===== src/csrc_pkg.sv =====
// Constants, types and state encodings of the colour sensor readout control.
// Assumes a 50 MHz system clock and an Avalon-MM register bus on that clock.
//
// Summary of operation
// - Serial slave answers at seven-bit address 0111001b, plus 0001100b for alert response reads.
// - Each light channel result is sixteen bits wide.
// - Four independent accumulators convert red, green, blue and clear together.
// - One serial read streams red, green, blue and clear results without extra commands.
// - Software picks the interrupt channel; each channel has own thresholds.
// - Interrupt stays pending until software clears it.
// - Interrupt pin is open drain, pulled low while pending.
// - SMBus variant behaves as alert line; I2C variant as plain level.
// - Sync mode: sync edge starts one internally timed integration.
// - Accumulate mode integrates over a programmed count of sync pulses.
// - Free-running mode and bus-commanded start/stop mode are offered.
// - SMBus variant resets serial logic when clock or data low 25 ms.
package csrc_pkg;
    localparam int CSRC_CLK_HZ = 50_000_000;
    localparam int CSRC_TIMEOUT_MS = 25;
    localparam int CSRC_TIMEOUT_CYC = CSRC_TIMEOUT_MS * (CSRC_CLK_HZ / 1000);
    localparam logic [6:0] CSRC_I2C_ADDR = 7'h39;
    localparam logic [6:0] CSRC_ARA_ADDR = 7'h0C;
    localparam logic [6:0] CSRC_OFS_CTRL = 7'h00;
    localparam logic [6:0] CSRC_OFS_ITIME = 7'h04;
    localparam logic [6:0] CSRC_OFS_PULSES = 7'h08;
    localparam logic [6:0] CSRC_OFS_STATUS = 7'h0C;
    localparam logic [6:0] CSRC_OFS_THR_LO = 7'h10;
    localparam logic [6:0] CSRC_OFS_THR_HI = 7'h20;
    localparam logic [6:0] CSRC_OFS_RESULT = 7'h30;
    localparam logic [15:0] CSRC_ITIME_RST = 16'h0400;
    localparam logic [7:0] CSRC_PULSES_RST = 8'h04;
    localparam logic [15:0] CSRC_THR_LO_RST = 16'h0000;
    localparam logic [15:0] CSRC_THR_HI_RST = 16'hFFFF;
    localparam int CSRC_BIT_EN = 0;
    localparam int CSRC_BIT_RUN = 3;
    localparam int CSRC_BIT_INTEN = 6;
    localparam int CSRC_BIT_SMB = 7;
    localparam int CSRC_CMD_CLR = 0;
    localparam int CSRC_CMD_START = 1;
    localparam int CSRC_CMD_STOP = 2;
    typedef enum logic [1:0]
    {
        CSRC_MODE_FREE = 2'b00,
        CSRC_MODE_BUS = 2'b01,
        CSRC_MODE_SYNC = 2'b10,
        CSRC_MODE_ACCUM = 2'b11
    } csrc_mode_t;
    typedef enum logic [0:0]
    {
        CSRC_INT_IDLE = 1'b0,
        CSRC_INT_RUN = 1'b1
    } csrc_int_t;
    typedef enum logic [2:0]
    {
        CSRC_I_IDLE = 3'b000,
        CSRC_I_ADDR = 3'b001,
        CSRC_I_ACKA = 3'b010,
        CSRC_I_WDATA = 3'b011,
        CSRC_I_ACKW = 3'b100,
        CSRC_I_RDATA = 3'b101,
        CSRC_I_ACKR = 3'b110
    } csrc_i2c_t;
endpackage


===== src/csrc_chan.sv =====
// One light channel converter: saturating sixteen-bit accumulator.
// Assumes the level input is already on the system clock.
`timescale 1ns/1ps
module csrc_chan
    import csrc_pkg::*;
(
    input wire logic clk,
    input wire logic rst_b,
    input wire logic clr,
    input wire logic en,
    input wire logic [7:0] level,
    output logic [15:0] acc
);
    typedef struct packed
    {
        logic [15:0] acc;
    } csrc_chan_t;
    csrc_chan_t state_reg;
    csrc_chan_t state_next;
    logic [16:0] sum;

    always_comb
    begin
        sum = {1'b0, state_reg.acc} + {9'h000, level};
        state_next = state_reg;
        if (clr)
            state_next.acc = 16'h0000;
        else if (en)
            state_next.acc = sum[16] ? 16'hFFFF : sum[15:0];
    end

    always_ff @(posedge clk)
    begin
        if (!rst_b)
            state_reg <= '0;
        else
            state_reg <= state_next;
    end

    assign acc = state_reg.acc;
endmodule


===== src/csrc_sync.sv =====
// Two-flop synchroniser with edge detection for one asynchronous pin.
// Assumes the pin changes slower than two clock periods.
`timescale 1ns/1ps
module csrc_sync
    import csrc_pkg::*;
(
    input wire logic clk,
    input wire logic rst_b,
    input wire logic din,
    output logic level,
    output logic rise,
    output logic fall
);
    typedef struct packed
    {
        logic s1;
        logic s2;
        logic s3;
    } csrc_sync_t;
    csrc_sync_t state_reg;
    csrc_sync_t state_next;

    always_comb
    begin
        state_next = state_reg;
        state_next.s1 = din;
        state_next.s2 = state_reg.s1;
        state_next.s3 = state_reg.s2;
    end

    // Resets high so an idle bus line shows no false edge
    always_ff @(posedge clk)
    begin
        if (!rst_b)
            state_reg <= '{s1: 1'b1, s2: 1'b1, s3: 1'b1};
        else
            state_reg <= state_next;
    end

    assign level = state_reg.s2;
    assign rise = state_reg.s2 & ~state_reg.s3;
    assign fall = ~state_reg.s2 & state_reg.s3;
endmodule


===== src/csrc_top.sv =====
// Colour sensor readout control: integration sequencer, result latch,
// threshold interrupt, two-wire serial slave and Avalon-MM registers.
// Assumes scl, sda_in and sync_in are asynchronous pins; Avalon is on clk.
//
// Decided for this implementation: the placing of the registers and the Avalon-MM interface to the registers.
`timescale 1ns/1ps
module csrc_top
    import csrc_pkg::*;
#(
    parameter int unsigned TIMEOUT_CYC = CSRC_TIMEOUT_CYC
)
(
    input wire logic clk,
    input wire logic rst_b,
    input wire logic [6:0] address,
    input wire logic read,
    input wire logic write,
    input wire logic [31:0] writedata,
    output logic [31:0] readdata,
    output logic waitrequest,
    input wire logic scl,
    input wire logic sda_in,
    output logic sda_out,
    output logic sda_oe,
    input wire logic sync_in,
    output logic int_out,
    output logic int_oe,
    input wire logic [7:0] light_red,
    input wire logic [7:0] light_green,
    input wire logic [7:0] light_blue,
    input wire logic [7:0] light_clear
);
    typedef struct packed
    {
        logic waitreq;
        logic [31:0] rdata;
        logic [7:0] ctrl;
        logic [15:0] itime;
        logic [7:0] pulses;
        logic [3:0][15:0] thr_lo;
        logic [3:0][15:0] thr_hi;
        logic [3:0][15:0] res;
        logic pending;
        logic alert_rel;
        logic int_oe;
        csrc_int_t ist;
        logic [15:0] tcnt;
        logic [7:0] pcnt;
        csrc_i2c_t bst;
        logic [3:0] bitcnt;
        logic [7:0] shreg;
        logic rw;
        logic ara;
        logic nack;
        logic [2:0] bptr;
        logic sda_oe;
        logic [20:0] tocnt;
    } csrc_top_t;

    csrc_top_t state_reg;
    csrc_top_t state_next;

    logic scl_lvl;
    logic scl_rise;
    logic scl_fall;
    logic sda_lvl;
    logic sda_rise;
    logic sda_fall;
    logic syn_rise;
    logic conv_clr;
    logic conv_en;
    logic [3:0][7:0] light;
    logic [3:0][15:0] acc;
    logic [31:0] rd_mux;
    logic [7:0] tx_byte;
    logic finish;
    logic [15:0] sel_val;
    logic [1:0] idx;

    ////////////////////////////////////////////////////////////////////////
    // Pin synchronisers and channel converters

    csrc_sync u_scl
    (
        .clk(clk),
        .rst_b(rst_b),
        .din(scl),
        .level(scl_lvl),
        .rise(scl_rise),
        .fall(scl_fall)
    );

    csrc_sync u_sda
    (
        .clk(clk),
        .rst_b(rst_b),
        .din(sda_in),
        .level(sda_lvl),
        .rise(sda_rise),
        .fall(sda_fall)
    );

    csrc_sync u_syn
    (
        .clk(clk),
        .rst_b(rst_b),
        .din(sync_in),
        .level(),
        .rise(syn_rise),
        .fall()
    );

    assign light = {light_clear, light_blue, light_green, light_red};

    // Separate accumulators, so no channel waits for another
    genvar gi;
    generate
        for (gi = 0; gi < 4; gi++)
        begin : g_chan
            csrc_chan u_chan
            (
                .clk(clk),
                .rst_b(rst_b),
                .clr(conv_clr),
                .en(conv_en),
                .level(light[gi]),
                .acc(acc[gi])
            );
        end
    endgenerate

    ////////////////////////////////////////////////////////////////////////
    // Next-state logic

    always_comb
    begin
        idx = address[3:2];
        sel_val = 16'h0000;
        rd_mux = 32'h0000_0000;
        tx_byte = 8'h00;
        conv_clr = 1'b0;
        finish = 1'b0;
        state_next = state_reg;
        conv_en = state_reg.ist == CSRC_INT_RUN;

        // Register read mux; unmapped offsets read zero
        case (address)
            CSRC_OFS_CTRL: rd_mux = {24'h000000, state_reg.ctrl};
            CSRC_OFS_ITIME: rd_mux = {16'h0000, state_reg.itime};
            CSRC_OFS_PULSES: rd_mux = {24'h000000, state_reg.pulses};
            CSRC_OFS_STATUS: rd_mux = {29'h00000000, state_reg.alert_rel,
                conv_en, state_reg.pending};
            default:
            begin
                if (address[6:4] == CSRC_OFS_THR_LO[6:4] && address[1:0] == 2'b00)
                    rd_mux = {16'h0000, state_reg.thr_lo[idx]};
                else if (address[6:4] == CSRC_OFS_THR_HI[6:4] && address[1:0] == 2'b00)
                    rd_mux = {16'h0000, state_reg.thr_hi[idx]};
                else if (address[6:4] == CSRC_OFS_RESULT[6:4] && address[1:0] == 2'b00)
                    rd_mux = {16'h0000, state_reg.res[idx]};
            end
        endcase

        // Integration sequencer
        if (!state_reg.ctrl[CSRC_BIT_EN])
        begin
            state_next.ist = CSRC_INT_IDLE;
        end
        else
        begin
            case (state_reg.ist)
                CSRC_INT_IDLE:
                begin
                    state_next.tcnt = 16'h0000;
                    state_next.pcnt = 8'h00;
                    case (csrc_mode_t'(state_reg.ctrl[2:1]))
                        CSRC_MODE_FREE: conv_clr = 1'b1;
                        CSRC_MODE_BUS: conv_clr = state_reg.ctrl[CSRC_BIT_RUN];
                        default: conv_clr = syn_rise;
                    endcase
                    if (conv_clr)
                        state_next.ist = CSRC_INT_RUN;
                end
                CSRC_INT_RUN:
                begin
                    state_next.tcnt = state_reg.tcnt + 16'h0001;
                    case (csrc_mode_t'(state_reg.ctrl[2:1]))
                        CSRC_MODE_BUS: finish = !state_reg.ctrl[CSRC_BIT_RUN];
                        CSRC_MODE_ACCUM:
                        begin
                            if (syn_rise)
                            begin
                                state_next.pcnt = state_reg.pcnt + 8'h01;
                                finish = state_reg.pcnt + 8'h01 >= state_reg.pulses;
                            end
                        end
                        default:
                            finish = state_reg.tcnt >= state_reg.itime
                                && state_reg.tcnt != 16'h0000;
                    endcase
                    if (finish)
                        state_next.ist = CSRC_INT_IDLE;
                end
                default: state_next.ist = CSRC_INT_IDLE;
            endcase
        end

        // Latch all channels at once and test the selected one
        sel_val = acc[state_reg.ctrl[5:4]];
        if (finish)
        begin
            state_next.res = acc;
            if (state_reg.ctrl[CSRC_BIT_INTEN] &&
                (sel_val < state_reg.thr_lo[state_reg.ctrl[5:4]] ||
                 sel_val > state_reg.thr_hi[state_reg.ctrl[5:4]]))
                state_next.pending = 1'b1;
        end

        ////////////////////////////////////////////////////////////////////
        // Two-wire serial slave; the host owns the clock
        tx_byte = state_reg.ara ? {CSRC_I2C_ADDR, 1'b0} :
            state_reg.bptr[0] ? state_reg.res[state_reg.bptr[2:1]][15:8] :
            state_reg.res[state_reg.bptr[2:1]][7:0];
        case (state_reg.bst)
            CSRC_I_ADDR:
            begin
                if (scl_rise)
                begin
                    state_next.shreg = {state_reg.shreg[6:0], sda_lvl};
                    state_next.bitcnt = state_reg.bitcnt + 4'h1;
                end
                if (scl_fall && state_reg.bitcnt == 4'h8)
                begin
                    state_next.rw = state_reg.shreg[0];
                    state_next.ara = state_reg.shreg[7:1] == CSRC_ARA_ADDR;
                    if (state_reg.shreg[7:1] == CSRC_I2C_ADDR ||
                        (state_reg.shreg == {CSRC_ARA_ADDR, 1'b1} &&
                         state_reg.ctrl[CSRC_BIT_SMB] && state_reg.int_oe))
                    begin
                        state_next.sda_oe = 1'b1;
                        state_next.bst = CSRC_I_ACKA;
                    end
                    else
                        state_next.bst = CSRC_I_IDLE;
                end
            end
            CSRC_I_ACKA, CSRC_I_ACKW:
            begin
                if (scl_fall)
                begin
                    state_next.bitcnt = 4'h0;
                    state_next.sda_oe = 1'b0;
                    state_next.bst = CSRC_I_WDATA;
                    if (state_reg.bst == CSRC_I_ACKA && state_reg.rw)
                    begin
                        state_next.shreg = tx_byte;
                        state_next.sda_oe = ~tx_byte[7];
                        state_next.bptr = state_reg.bptr + 3'h1;
                        state_next.bst = CSRC_I_RDATA;
                        if (state_reg.ara)
                            state_next.alert_rel = 1'b1;
                    end
                end
            end
            CSRC_I_WDATA:
            begin
                if (scl_rise)
                begin
                    state_next.shreg = {state_reg.shreg[6:0], sda_lvl};
                    state_next.bitcnt = state_reg.bitcnt + 4'h1;
                end
                if (scl_fall && state_reg.bitcnt == 4'h8)
                begin
                    state_next.sda_oe = 1'b1;
                    state_next.bst = CSRC_I_ACKW;
                    if (state_reg.shreg[CSRC_CMD_START])
                        state_next.ctrl[CSRC_BIT_RUN] = 1'b1;
                    if (state_reg.shreg[CSRC_CMD_STOP])
                        state_next.ctrl[CSRC_BIT_RUN] = 1'b0;
                    if (state_reg.shreg[CSRC_CMD_CLR] && !finish)
                        state_next.pending = 1'b0;
                end
            end
            CSRC_I_RDATA:
            begin
                if (scl_rise)
                    state_next.bitcnt = state_reg.bitcnt + 4'h1;
                if (scl_fall)
                begin
                    if (state_reg.bitcnt == 4'h8)
                    begin
                        state_next.sda_oe = 1'b0;
                        state_next.bst = CSRC_I_ACKR;
                    end
                    else
                    begin
                        state_next.shreg = {state_reg.shreg[6:0], 1'b0};
                        state_next.sda_oe = ~state_reg.shreg[6];
                    end
                end
            end
            CSRC_I_ACKR:
            begin
                if (scl_rise)
                    state_next.nack = sda_lvl;
                if (scl_fall)
                begin
                    state_next.bitcnt = 4'h0;
                    if (state_reg.nack)
                        state_next.bst = CSRC_I_IDLE;
                    else
                    begin
                        state_next.shreg = tx_byte;
                        state_next.sda_oe = ~tx_byte[7];
                        state_next.bptr = state_reg.bptr + 3'h1;
                        state_next.bst = CSRC_I_RDATA;
                    end
                end
            end
            default: state_next.bst = CSRC_I_IDLE;
        endcase

        // Start and stop conditions override the bit engine
        if (scl_lvl && sda_fall)
        begin
            state_next.bst = CSRC_I_ADDR;
            state_next.bitcnt = 4'h0;
            state_next.bptr = 3'h0;
            state_next.sda_oe = 1'b0;
        end
        else if (scl_lvl && sda_rise)
        begin
            state_next.bst = CSRC_I_IDLE;
            state_next.sda_oe = 1'b0;
        end

        // Bus stuck low: counter saturates so the reset is held, not repeated
        if (state_reg.ctrl[CSRC_BIT_SMB] && (!scl_lvl || !sda_lvl))
        begin
            if (state_reg.tocnt != 21'(TIMEOUT_CYC - 1))
                state_next.tocnt = state_reg.tocnt + 21'h000001;
            else
            begin
                state_next.bst = CSRC_I_IDLE;
                state_next.sda_oe = 1'b0;
            end
        end
        else
            state_next.tocnt = 21'h000000;

        ////////////////////////////////////////////////////////////////////
        // Avalon slave: one wait cycle, then a single answer cycle
        state_next.waitreq = 1'b1;
        if ((read || write) && state_reg.waitreq)
        begin
            state_next.waitreq = 1'b0;
            state_next.rdata = rd_mux;
        end
        if (write && !state_reg.waitreq)
        begin
            case (address)
                CSRC_OFS_CTRL: state_next.ctrl = writedata[7:0];
                CSRC_OFS_ITIME: state_next.itime = writedata[15:0];
                CSRC_OFS_PULSES: state_next.pulses = writedata[7:0];
                CSRC_OFS_STATUS:
                begin
                    if (writedata[0] && !finish)
                        state_next.pending = 1'b0;
                end
                default:
                begin
                    if (address[6:4] == CSRC_OFS_THR_LO[6:4] && address[1:0] == 2'b00)
                        state_next.thr_lo[idx] = writedata[15:0];
                    else if (address[6:4] == CSRC_OFS_THR_HI[6:4] && address[1:0] == 2'b00)
                        state_next.thr_hi[idx] = writedata[15:0];
                end
            endcase
        end

        // Released alert re-arms once the pending flag is gone
        if (!state_next.pending)
            state_next.alert_rel = 1'b0;
        state_next.int_oe = state_next.pending &&
            !(state_next.ctrl[CSRC_BIT_SMB] && state_next.alert_rel);
    end

    ////////////////////////////////////////////////////////////////////////
    // State register

    always_ff @(posedge clk)
    begin
        if (!rst_b)
        begin
            state_reg <= '0;
            state_reg.waitreq <= 1'b1;
            state_reg.itime <= CSRC_ITIME_RST;
            state_reg.pulses <= CSRC_PULSES_RST;
            state_reg.thr_lo <= {4{CSRC_THR_LO_RST}};
            state_reg.thr_hi <= {4{CSRC_THR_HI_RST}};
            state_reg.ist <= CSRC_INT_IDLE;
            state_reg.bst <= CSRC_I_IDLE;
        end
        else
            state_reg <= state_next;
    end

    assign readdata = state_reg.rdata;
    assign waitrequest = state_reg.waitreq;
    assign sda_oe = state_reg.sda_oe;
    assign int_oe = state_reg.int_oe;
    // Open-drain pins only ever pull low; each output is a struct bit ANDed with a constant zero
    assign sda_out = state_reg.alert_rel & 1'b0;
    assign int_out = state_reg.ara & 1'b0;
endmodule


===== config.mk =====
export PLATFORM = sky130hd
export DESIGN_NAME = csrc_top
export DESIGN_NICKNAME = d
export VERILOG_FILES = /design/src/csrc_pkg.sv /design/src/csrc_chan.sv /design/src/csrc_sync.sv /design/src/csrc_top.sv
export SDC_FILE = /design/constraint.sdc
export NUM_CORES = 1
export LEC_CHECK = 0
export BUFFER_PORTS_ARGS = -buffer_cell sky130_fd_sc_hd__buf_4
export CORE_MARGIN = 3
export CORE_UTILIZATION = 35
export CTS_CLUSTER_SIZE = 40
export DETAILED_ROUTE_END_ITERATION = 8
export PLACE_DENSITY_LB_ADDON = 0.05
export SETUP_SLACK_MARGIN = 0.15
export SLEW_MARGIN = 20
export SYNTH_ARGS = -nofsm -noshare
export SYNTH_HDL_FRONTEND = slang
export SYNTH_HIERARCHICAL = 1
export SYNTH_SLANG_ARGS = --single-unit
export TNS_END_PERCENT = 1

===== constraint.sdc =====
create_clock -name clk -period 3.3 [get_ports clk]
set_input_delay 0 -clock clk [delete_from_list [all_inputs] [get_ports clk]]
set_output_delay 0 -clock clk [all_outputs]
set_load 0.1 [all_outputs]

==> summary.md, run 1 <==
| Metric | Value |
|---|---|
| Area Overhead vs Synth | `18.0%` |
| Wire length per cell | `between 20 and 25 um` |
| H-tree Lvls | `2` |
| Crit-path max FO | `8` |
| Initial antenna violation count | `3` |
| Count of final hold-check violations | `0` |
| P_leak | `10.3 nW` |
| First-pass GRT wire length | `approximately 110000 um` |
| Cells after DPL | `3178` |
| Nets | `2683` |
| DR vias | `18.2k` |
| Filler cell count | `5961` |
| Std cell rows | `90` |
| Die Span Y | `approximately 250 um` |
| Clock latency on the worst-skew pair | `590 ps` |
| TritonCTS clock tree | `done` |
| F_max | `330 MHz` |
| Grt ovf | `0` |
| Worst r2r src | `state_reg[292]` |
| Top Ports | `115` |
| Max-slew violation count | `0` |
| Crit path launch type | `flip-flop` |
| Pwr/cell area | `417 nW/um2` |
| Hpwl dp | `52000 um` |
| CP arrival | `3460 ps` |
| Clock Sink Count | `a little under 400` |
| Part of the cycle the worst path needs | `approximately nine tenths` |
| Max IR drop VDD | `0.361 mV` |
| Outcome | `completed` |
| Core Region | `60600 um2` |
| Mean post-synth cell area | `9.01 um2` |
| DRT Pass-1 Iters | `5` |
| Layout cells sized above 1 | `18.0%` |
| DRC errors left | `0` |
| Initial Util | `35.5%` |
| Chip width | `254 um` |
| Clock transition at path regs | `50 ps` |
| Total track usage | `22.4%` |
| Max Buffers Root-to-Sink | `3` |
| Mapped Cells | `approximately 2.4k` |
| Min-delay src | `light_blue[4]` |
| Root Driver | `clkbuf_16` |
| Critical Path Source | `state_reg[292]` |
| Max cap viols | `0` |
| Worst-Margin Slew | `1150 ps` |
| I/O Buffers | `80` |
| Area of the die | `64400 um2` |
| Routability congestion estimate | `0.843` |
| Number of global-route vias before repair | `between 15k and 20k` |
| Skew final | `16.3 ps` |
| Rel. slew slack | `22.7%` |
| RSZ-0062 raised after global routing | `true` |
| ANT nets after route | `0` |
| HP Class | `in2reg` |
| DR vias/cell | `5.48` |
| Num CTS Buffers | `47` |
| Mapped Area | `21500 um2` |
| YS warnings | `6` |
| # setup viols final | `0` |
| Setup CP Type | `reg2reg` |
| DRT Wirelength | `73100 um` |
| Final setup TNS | `0 ps` |
| Final std cells w/o fill | `roughly 3.3k` |
| DR iter-0 viols | `1387` |
| Type of element capturing the critical path | `flip-flop` |
| Pin count of the biggest net entering global routing | `85` |
| Tmin final | `3030 ps` |
| Worst Path Required | `3730 ps` |
layer usage:
layer	track usage, %	vias up	wire length (um)
met1	31.1	8883	33900
met5	0	-	13
met2	35.5	461	33000
met4	7.42	2	2090
li1	-	8770	-
met3	3.92	99	4010
path summary, 6_finish.rpt:
kind,slack (ps),to,cells after the start
worst max-delay path,270,state_reg[70],12
worst min register to register,410,u_syn/level,1
worst max register to register,270,state_reg[70],12
worst min-delay path,40,g_chan[2].u_chan/acc[4],5
cell usage in the layout (no fill, tap or decap), types with 25 or more instances in the layout:
cell and instances:
xnor2_1 26, xor2_1 37, nor2_1 188, dlygate4sd3_1 49
nand3_1 152, dfxtp_1 379, a31oi_1 28, o21ai_0 77
mux2i_1 91, nand2b_1 29, nor2b_1 25, inv_1 69
mux4_2 118, buf_4 181, ha_1 93, nand4_1 28
a21oi_1 217, clkbuf_16 51, nand2_1 348
what timing repair did:
item | 4_1_cts | 5_1_grt
resized for setup | 2 | 15
endpoints found under the hold margin | 202 | 0
buffers inserted | 0 | 11
pin swaps | 0 | 3
cloned | 0 | 2
hold buffers | 49 | 0
endpoints found under the setup margin | 4 | 65
through the flow:
| stage | hold slack (ps) | setup slack [ps] | utilization [%] | total power, mW | cell area, um2 |
|---|---|---|---|---|---|
| after floorplan | 73.0 | 203 | - | 5.30 | 21600 |
| after global placement | 186 | 48.9 | 38.2 | 5.48 | 23100 |
| after detailed placement | 191 | 75.8 | 38.2 | 5.48 | 23100 |
| after CTS | 2.03 | 143 | 41.5 | 10.7 | 25200 |
| after global routing | 67.0 | 106 | 41.9 | 10.9 | 25400 |
| final | 36.4 | 266 | 41.9 | 10.6 | 25400 |
worst max-delay path: stages (launching register included):
cell,delay [ps]
dfxtp_2,480
buf_4,240
mux4_2,360
ha_1,330
nor2b_1,140
o211ai_1,150
a21oi_1,100
a2111oi_2,400
buf_4,170
o31ai_1,50
a31oi_1,190
buf_4,180
o32ai_1,80
power by group:
part           total, mW  switching [mW]  internal [mW]
combinational      0.738           0.522          0.216
sequential          4.69          0.0181           4.67
clock               5.16            2.14           3.03
layout make-up:
cell class              count  area [um2]  area share (%)
multi-input cells        1758       12700            50.2
flip-flops and latches    385        7720            30.4
repair buffers            244        2150            8.49
clock buffers              71        1420            5.59
well taps                 782         978            3.86
inverters                  71         272            1.07
clock inverters            13        95.1           0.375
diodes                      1        2.50         0.00986
Note: power is estimated with default switching activity, not from simulation.
==> run 2: changes to the inputs <==
CTS_BUF_LIST = sky130_fd_sc_hd__clkbuf_16   (was default)
==> run 2 against run 1 <==
Utilization decreased by 0.072 points. Clock-buffer cell count shrank 22. Sequential share of layout area rose by 0.053 points. Critical path type unchanged.
==> summary.md, run 2 (same netlist as run 1, synthesis figures left out) <==
| Metric | Value |
|---|---|
| Num CTS Buffers | `47 (unchanged)` |
| Setup CP Type | `reg2reg` |
| Internal Power | `7.62 mW (-3.7%)` |
| Wire length per cell | `22.1 um (+0.39%)` |
| Worst r2r src | `state_reg[291]` |
| Crit path launch type | `flip-flop` |
| Max cap viols | `0 (unchanged)` |
| ANT nets after route | `0 (unchanged)` |
| RSZ-0062 raised after global routing | `true` |
| DR vias/cell | `5.50 (+0.38%)` |
| Crit-path max FO | `15 (+7)` |
| CP arrival | `3490 ps (+30 ps)` |
| Part of the cycle the worst path needs | `91.4% (-0.56 points)` |
| Skew final | `15.7 ps (-0.621 ps)` |
| Routability congestion estimate | `0.843 (unchanged)` |
| Finished layout cell area | `25300 um2 (-0.17%)` |
| First-pass GRT wire length | `110000 um (-0.12%)` |
| Chip width | `254 um (unchanged)` |
| Crit path buffers/inverters | `3 (unchanged)` |
| DR iter-0 viols | `1377 (-0.72%)` |
| Pwr/cell area | `406 nW/um2 (-2.7%)` |
| Clk network pwr share | `47.3% (-1.5 points)` |
| Hpwl dp | `52000 um (unchanged)` |
| P_leak | `10.3 nW (about the same)` |
| Min-delay src | `light_green[4]` |
| Seq pwr share | `45.6% (+1.3 points)` |
| Outcome | `completed` |
| # setup viols final | `0 (unchanged)` |
| Initial antenna violation count | `3 (unchanged)` |
| F_max | `332 MHz (+0.62%)` |
| Psw | `2.66 mW (-0.50%)` |
| Clock Sink Count | `385 (unchanged)` |
| Multi-input logic area | `12700 um2 (+0.11%)` |
| Std cell rows | `90 (unchanged)` |
| H-tree Lvls | `2 (unchanged)` |
| DR vias | `18.3k (+0.44%)` |
| Top Ports | `115 (unchanged)` |
| DRT Wirelength | `73400 um (+0.45%)` |
| Max Buffers Root-to-Sink | `3 (unchanged)` |
| Max IR drop VDD | `0.358 mV (-0.59%)` |
| Worst Path Required | `3780 ps (+50 ps)` |
| Core Region | `60600 um2 (unchanged)` |
| WHS Endpoint | `g_chan[1].u_chan/acc[4]` |
| CP peak stage delay | `560 ps (+80 ps)` |
| Global-route met3 utilization | `3.91% (-0.010 points)` |
| Clock latency on the worst-skew pair | `590 ps (about the same)` |
| Area Overhead vs Synth | `17.8%` |
| CP max stage cell | `mux4_2` |
| Pin count of the biggest net entering global routing | `85 (unchanged)` |
| Area of the die | `64400 um2 (unchanged)` |
| DRC errors left | `0 (unchanged)` |
| Worst-Margin Slew | `1100 ps (-52.3 ps)` |
| Cells on worst reg2reg path | `12 (unchanged)` |
| FF-to-FF setup slack | `280 ps (+20 ps)` |
| Layout cells sized above 1 | `17.7% (-0.25 points)` |
| Grt ovf | `0 (unchanged)` |
| Tmin final | `3020 ps (-18.6 ps)` |
| Placement-stage cell area | `23100 um2 (unchanged)` |
| Ordered cell list for the critical path | `buf_12 -> buf_4 -> mux4_2 -> ha_1 -> a21o_1 -> a21o_1 -> a21oi_1 -> o2111ai_1 -> a21oi_1 -> a31oi_1 -> buf_4 -> o32ai_1` |
| Root Driver | `clkbuf_16` |
| TritonCTS clock tree | `done` |
| Rel. slew slack | `26.2% (+3.5 points)` |
| Hold Path Cell Cnt | `5 (unchanged)` |
| GRT busiest layer | `met2` |
| Commonest non-fill, non-tap cell in the layout | `dfxtp_1` |
| Nets | `2685 (+0.075%)` |
| Initial Util | `35.5% (unchanged)` |
| Filler cell count | `5973 (+0.20%)` |
| Count of final hold-check violations | `0 (unchanged)` |
| Register area | `7720 um2 (unchanged)` |
| I/O Buffers | `80 (unchanged)` |
| DRT Pass-1 Iters | `5 (unchanged)` |
| Most frequent cells in the layout | `379 x dfxtp_1, 348 x nand2_1, 216 x a21oi_1` |
| GR Util met1 | `31.1% (about the same)` |
| Clock transition at path regs | `60 ps (about the same)` |
| Type of element capturing the critical path | `flip-flop` |
| Crit-path leading delay family | `compound AO/OA/AOI/OAI gates` |
| Number of global-route vias before repair | `17.6k (-0.017%)` |
| HP Class | `in2reg` |
| Sw Share | `25.9% (+0.62 points)` |
| Global routing usage on met2 | `35.5% (about the same)` |
| Max-slew violation count | `0 (unchanged)` |
| Final setup TNS | `0 ps (unchanged)` |
| Total track usage | `22.4% (about the same)` |
| Die Span Y | `254 um (unchanged)` |
| R2R Path End | `state_reg[70]` |
| Gate power share | `7.2% (+0.2 points)` |
run 2: changes by cell type in the layout (fill, tap and decap cells not counted), moves of 2 or more:
cell	before	now
buf_6	0	2
inv_1	69	80
clkbuf_1	11	0
clkinv_1	1	12
buf_4	181	179
clkbuf_8	11	0
run 2: worst min-delay path, cell delays in order:
cell	delay (ps)
buf_4	80
ha_1	180
xnor2_1	90
mux2i_1	140
a21oi_1	80
run 2: cell type report:
| type | instances | area share, % |
|---|---|---|
| Tap cell | 782 | 3.86 |
| Sequential cell | 385 | 30.5 |
| Clock buffer | 49 | 4.84 |
| Timing Repair Buffer | 246 | 8.71 |
| Multi-Input combinational cell | 1758 | 50.3 |
| Antenna cell | 1 | 0.00988 |
| Clock inverter | 35 | 0.701 |
| Inverter | 71 | 1.07 |
run 2: worst max path at each step:
stage                               from        endpoint  slack [ps]  cells past startpoint
final                     state_reg[291]   state_reg[70]         280                     12
after global placement    state_reg[291]   state_reg[70]          50                     12
after floorplan           state_reg[291]   state_reg[70]         200                     11
after detailed placement  state_reg[291]   state_reg[70]          80                     12
after global routing       state_reg[43]   state_reg[99]         140                     15
after CTS                  state_reg[43]  state_reg[112]         140                     14
run 2: power groups by stage:
stage	Clock (mW)	Sequential, mW	Combinational (mW)
after global routing	5.16	4.69	0.783
after CTS	4.99	4.69	0.741
final	4.86	4.69	0.738
after floorplan	0	4.79	0.503
after detailed placement	0	4.79	0.693
after global placement	0	4.79	0.690
run 2: repair_timing:
action | 4_1_cts | 5_1_grt
hold endpoints to repair | 202 | 0
setup buffers | 2 | 9
cloned | 0 | 4
hold buffers | 49 | 0
pin swaps | 0 | 4
setup endpoints to repair | 6 | 65
resized for setup | 2 | 18
run 2: per-stage QoR:
stage | setup WS [ps] | hold slack (ps) | util, % | std cells | power [mW]
after global placement | 48.9 | 186 | 38.2 | 3178 | 5.48
after global routing | 144 | 66.8 | 41.8 | 3326 | 10.6
after CTS | 140 | 4.34 | 41.4 | 3313 | 10.4
final | 285 | 32.9 | 41.8 | 3327 | 10.3
after detailed placement | 75.8 | 191 | 38.2 | 3178 | 5.48
after floorplan | 203 | 73.0 | - | 2404 | 5.30
run 2: metal layers:
| metal | vias up | routed length, um | share of wire (%) |
|---|---|---|---|
| met4 | 2 | 2110 | 2.9 |
| met1 | 8889 | 33900 | 46 |
| li1 | 8778 | - | - |
| met3 | 100 | 4240 | 5.8 |
| met2 | 527 | 33100 | 45 |
| met5 | - | 13 | 0.018 |
==> run 3: changes to the inputs <==
clock period = 3.9 ns   (was 3.3 ns; I/O delays follow)
==> run 3 against run 2 <==
Power is 15% lower. Global-route usage decreased by 0.50 points. Final cell count decreased by 1.6%. Design area fell by 2.1%. Flip-flop and latch count is the same. Critical path depth is 1 higher. Worst setup slack better by 200 ps. Die area stayed put. Sequential share of layout area rose by 0.62 points. Hold slack better by 6.0 ps. First-iteration DRC count decreased by 3.9%. Critical endpoint is now state_reg[98]. Largest cell class unchanged.
==> summary.md, run 3 (same netlist as run 1, synthesis figures left out) <==
| Metric | Value |
|---|---|
| DRT Pass-1 Iters | `5 (unchanged)` |
| DR vias | `18.1k (-0.81%)` |
| Die Span Y | `254 um (unchanged)` |
| Pwr/cell area | `354 nW/um2 (-13%)` |
| Clock Sink Count | `385 (unchanged)` |
| Outcome | `completed` |
| Worst-Margin Slew | `999 ps (-96.7 ps)` |
| Nets | `2638 (-1.8%)` |
| Area Overhead vs Synth | `15.4%` |
| Chip width | `254 um (unchanged)` |
| Std cell rows | `90 (unchanged)` |
| F_max | `293 MHz (-12%)` |
| Clock transition at path regs | `50 ps (about the same)` |
| Total Power | `8.77 mW (-15%)` |
| Skew final | `30.4 ps (+14.8 ps)` |
| Wire length per cell | `21.7 um (-1.5%)` |
| Type of element capturing the critical path | `flip-flop` |
| Root Driver | `clkbuf_16` |
| Max cap viols | `0 (unchanged)` |
| Pin count of the biggest net entering global routing | `97 (+14%)` |
| Layout cells sized above 1 | `15.5% (-2.2 points)` |
| DRT Wirelength | `71200 um (-3.0%)` |
| Max-slew violation count | `0 (unchanged)` |
| Crit path launch type | `flip-flop` |
| Tmin final | `3420 ps (+400 ps)` |
| Number of global-route vias before repair | `17.4k (-1.4%)` |
| Setup CP Type | `reg2reg` |
| Final setup TNS | `0 ps (unchanged)` |
| Initial antenna violation count | `0 (-3)` |
| Worst Path Required | `4340 ps (+560 ps)` |
| CP arrival | `3860 ps (+370 ps)` |
| I/O Buffers | `80 (unchanged)` |
| Commonest non-fill, non-tap cell in the layout | `dfxtp_1` |
| Max Buffers Root-to-Sink | `3 (unchanged)` |
| Num CTS Buffers | `48 (+2.1%)` |
| Post-CTS resize count | `0 (-2)` |
| Grt ovf | `0 (unchanged)` |
| Core Region | `60600 um2 (unchanged)` |
| Placement-stage cell area | `22800 um2 (-1.3%)` |
| Part of the cycle the worst path needs | `87.6% (-3.8 points)` |
| Filler cell count | `6051 (+1.3%)` |
| ANT nets after route | `0 (unchanged)` |
| Initial Util | `35.5% (unchanged)` |
| DRC errors left | `0 (unchanged)` |
| Hpwl dp | `50800 um (-2.3%)` |
| # diodes | `0 (-1)` |
| First-pass GRT wire length | `108000 um (-1.3%)` |
| Most frequent cells in the layout | `382 x dfxtp_1, 348 x nand2_1, 217 x a21oi_1` |
| Count of final hold-check violations | `0 (unchanged)` |
| FF-to-FF setup slack | `480 ps (+200 ps)` |
| Total track usage | `21.9% (-0.50 points)` |
| Finished layout cell area | `24800 um2 (-2.1%)` |
| Top Ports | `115 (unchanged)` |
| H-tree Lvls | `2 (unchanged)` |
| Max IR drop VDD | `0.257 mV (-28%)` |
| P_leak | `9.97 nW (-2.9%)` |
| RSZ-0062 raised after global routing | `false` |
| TritonCTS clock tree | `done` |
| # setup viols final | `0 (unchanged)` |
| Rel. slew slack | `33.4% (+7.2 points)` |
| HP Class | `in2reg` |
| DR vias/cell | `5.54 (+0.77%)` |
| Routability congestion estimate | `0.821 (-2.7%)` |
| Area of the die | `64400 um2 (unchanged)` |
| Crit-path max FO | `32 (+17)` |
| DR iter-0 viols | `1323 (-3.9%)` |
| Clock latency on the worst-skew pair | `600 ps (about the same)` |
==> run 3: path summary, 6_finish.rpt <==
kind                                           endpoint                start  depth (start not counted)
worst max-delay path                      state_reg[98]        state_reg[45]                         13
worst min-delay path            g_chan[3].u_chan/acc[3]       light_clear[2]                          5
worst max register to register            state_reg[98]        state_reg[45]                         13
worst min register to register              u_sda/level  u_sda/state_next[1]                          1
==> run 3: layout make-up <==
class                           count  area (um2)  share of cell area, %
Clock buffer                       49        1230                   4.94
Inverter                           71         272                   1.09
Timing Repair Buffer              198        1720                   6.93
Tap cell                          782         978                   3.95
Sequential cell                   385        7710                   31.1
Multi-Input combinational cell   1758       12700                   51.2
Clock inverter                     32         200                  0.807
==> run 3: stage by stage <==
stage                     hold WS (ps)  setup WS, ps  std cells  utilization (%)
after floorplan                   73.0           529       2404                -
after global placement             190           511       3141             37.7
after detailed placement           193           533       3141             37.7
after CTS                         5.93           508       3275             40.9
after global routing              57.8           208       3275             40.9
final                             38.9           484       3275             40.9
==> run 3: where the power goes <==
part / total [mW] / leakage [nW] / switching, mW / internal [mW]
Sequential: 3.97 / 3.11 / 0.0149 / 3.95
Combinational: 0.631 / 6.12 / 0.445 / 0.186
Clock: 4.17 / 0.741 / 1.79 / 2.39
Total: 8.77 / 9.97 / 2.25 / 6.53
==> run 3: timing repair <==
| action | in CTS | in global routing |
|---|---|---|
| hold buffers | 53 | 0 |
| endpoints found under the hold margin | 206 | 0 |
| setup buffers | 0 | 0 |
==> run 3: critical path, cell delays in order, from the launching register on <==
cell and delay (ps):
dfxtp_1 400, and3_1 260, and3_1 260, nand3_1 120
xnor2_1 240, ha_1 310, nand4_1 100, o21ai_0 80
nor3b_1 160, o21ai_0 230, a32oi_4 490, buf_12 310
mux2i_1 230, nor2_1 50
==> run 3: metal layers <==
layer / share of wire, % / GRT usage [%] / up-vias
met5: 0 / 0 / -
li1: - / - / 8689
met1: 47 / 31.1 / 8954
met4: 2.1 / 5.67 / 0
met3: 4.2 / 2.57 / 84
met2: 47 / 35.6 / 421
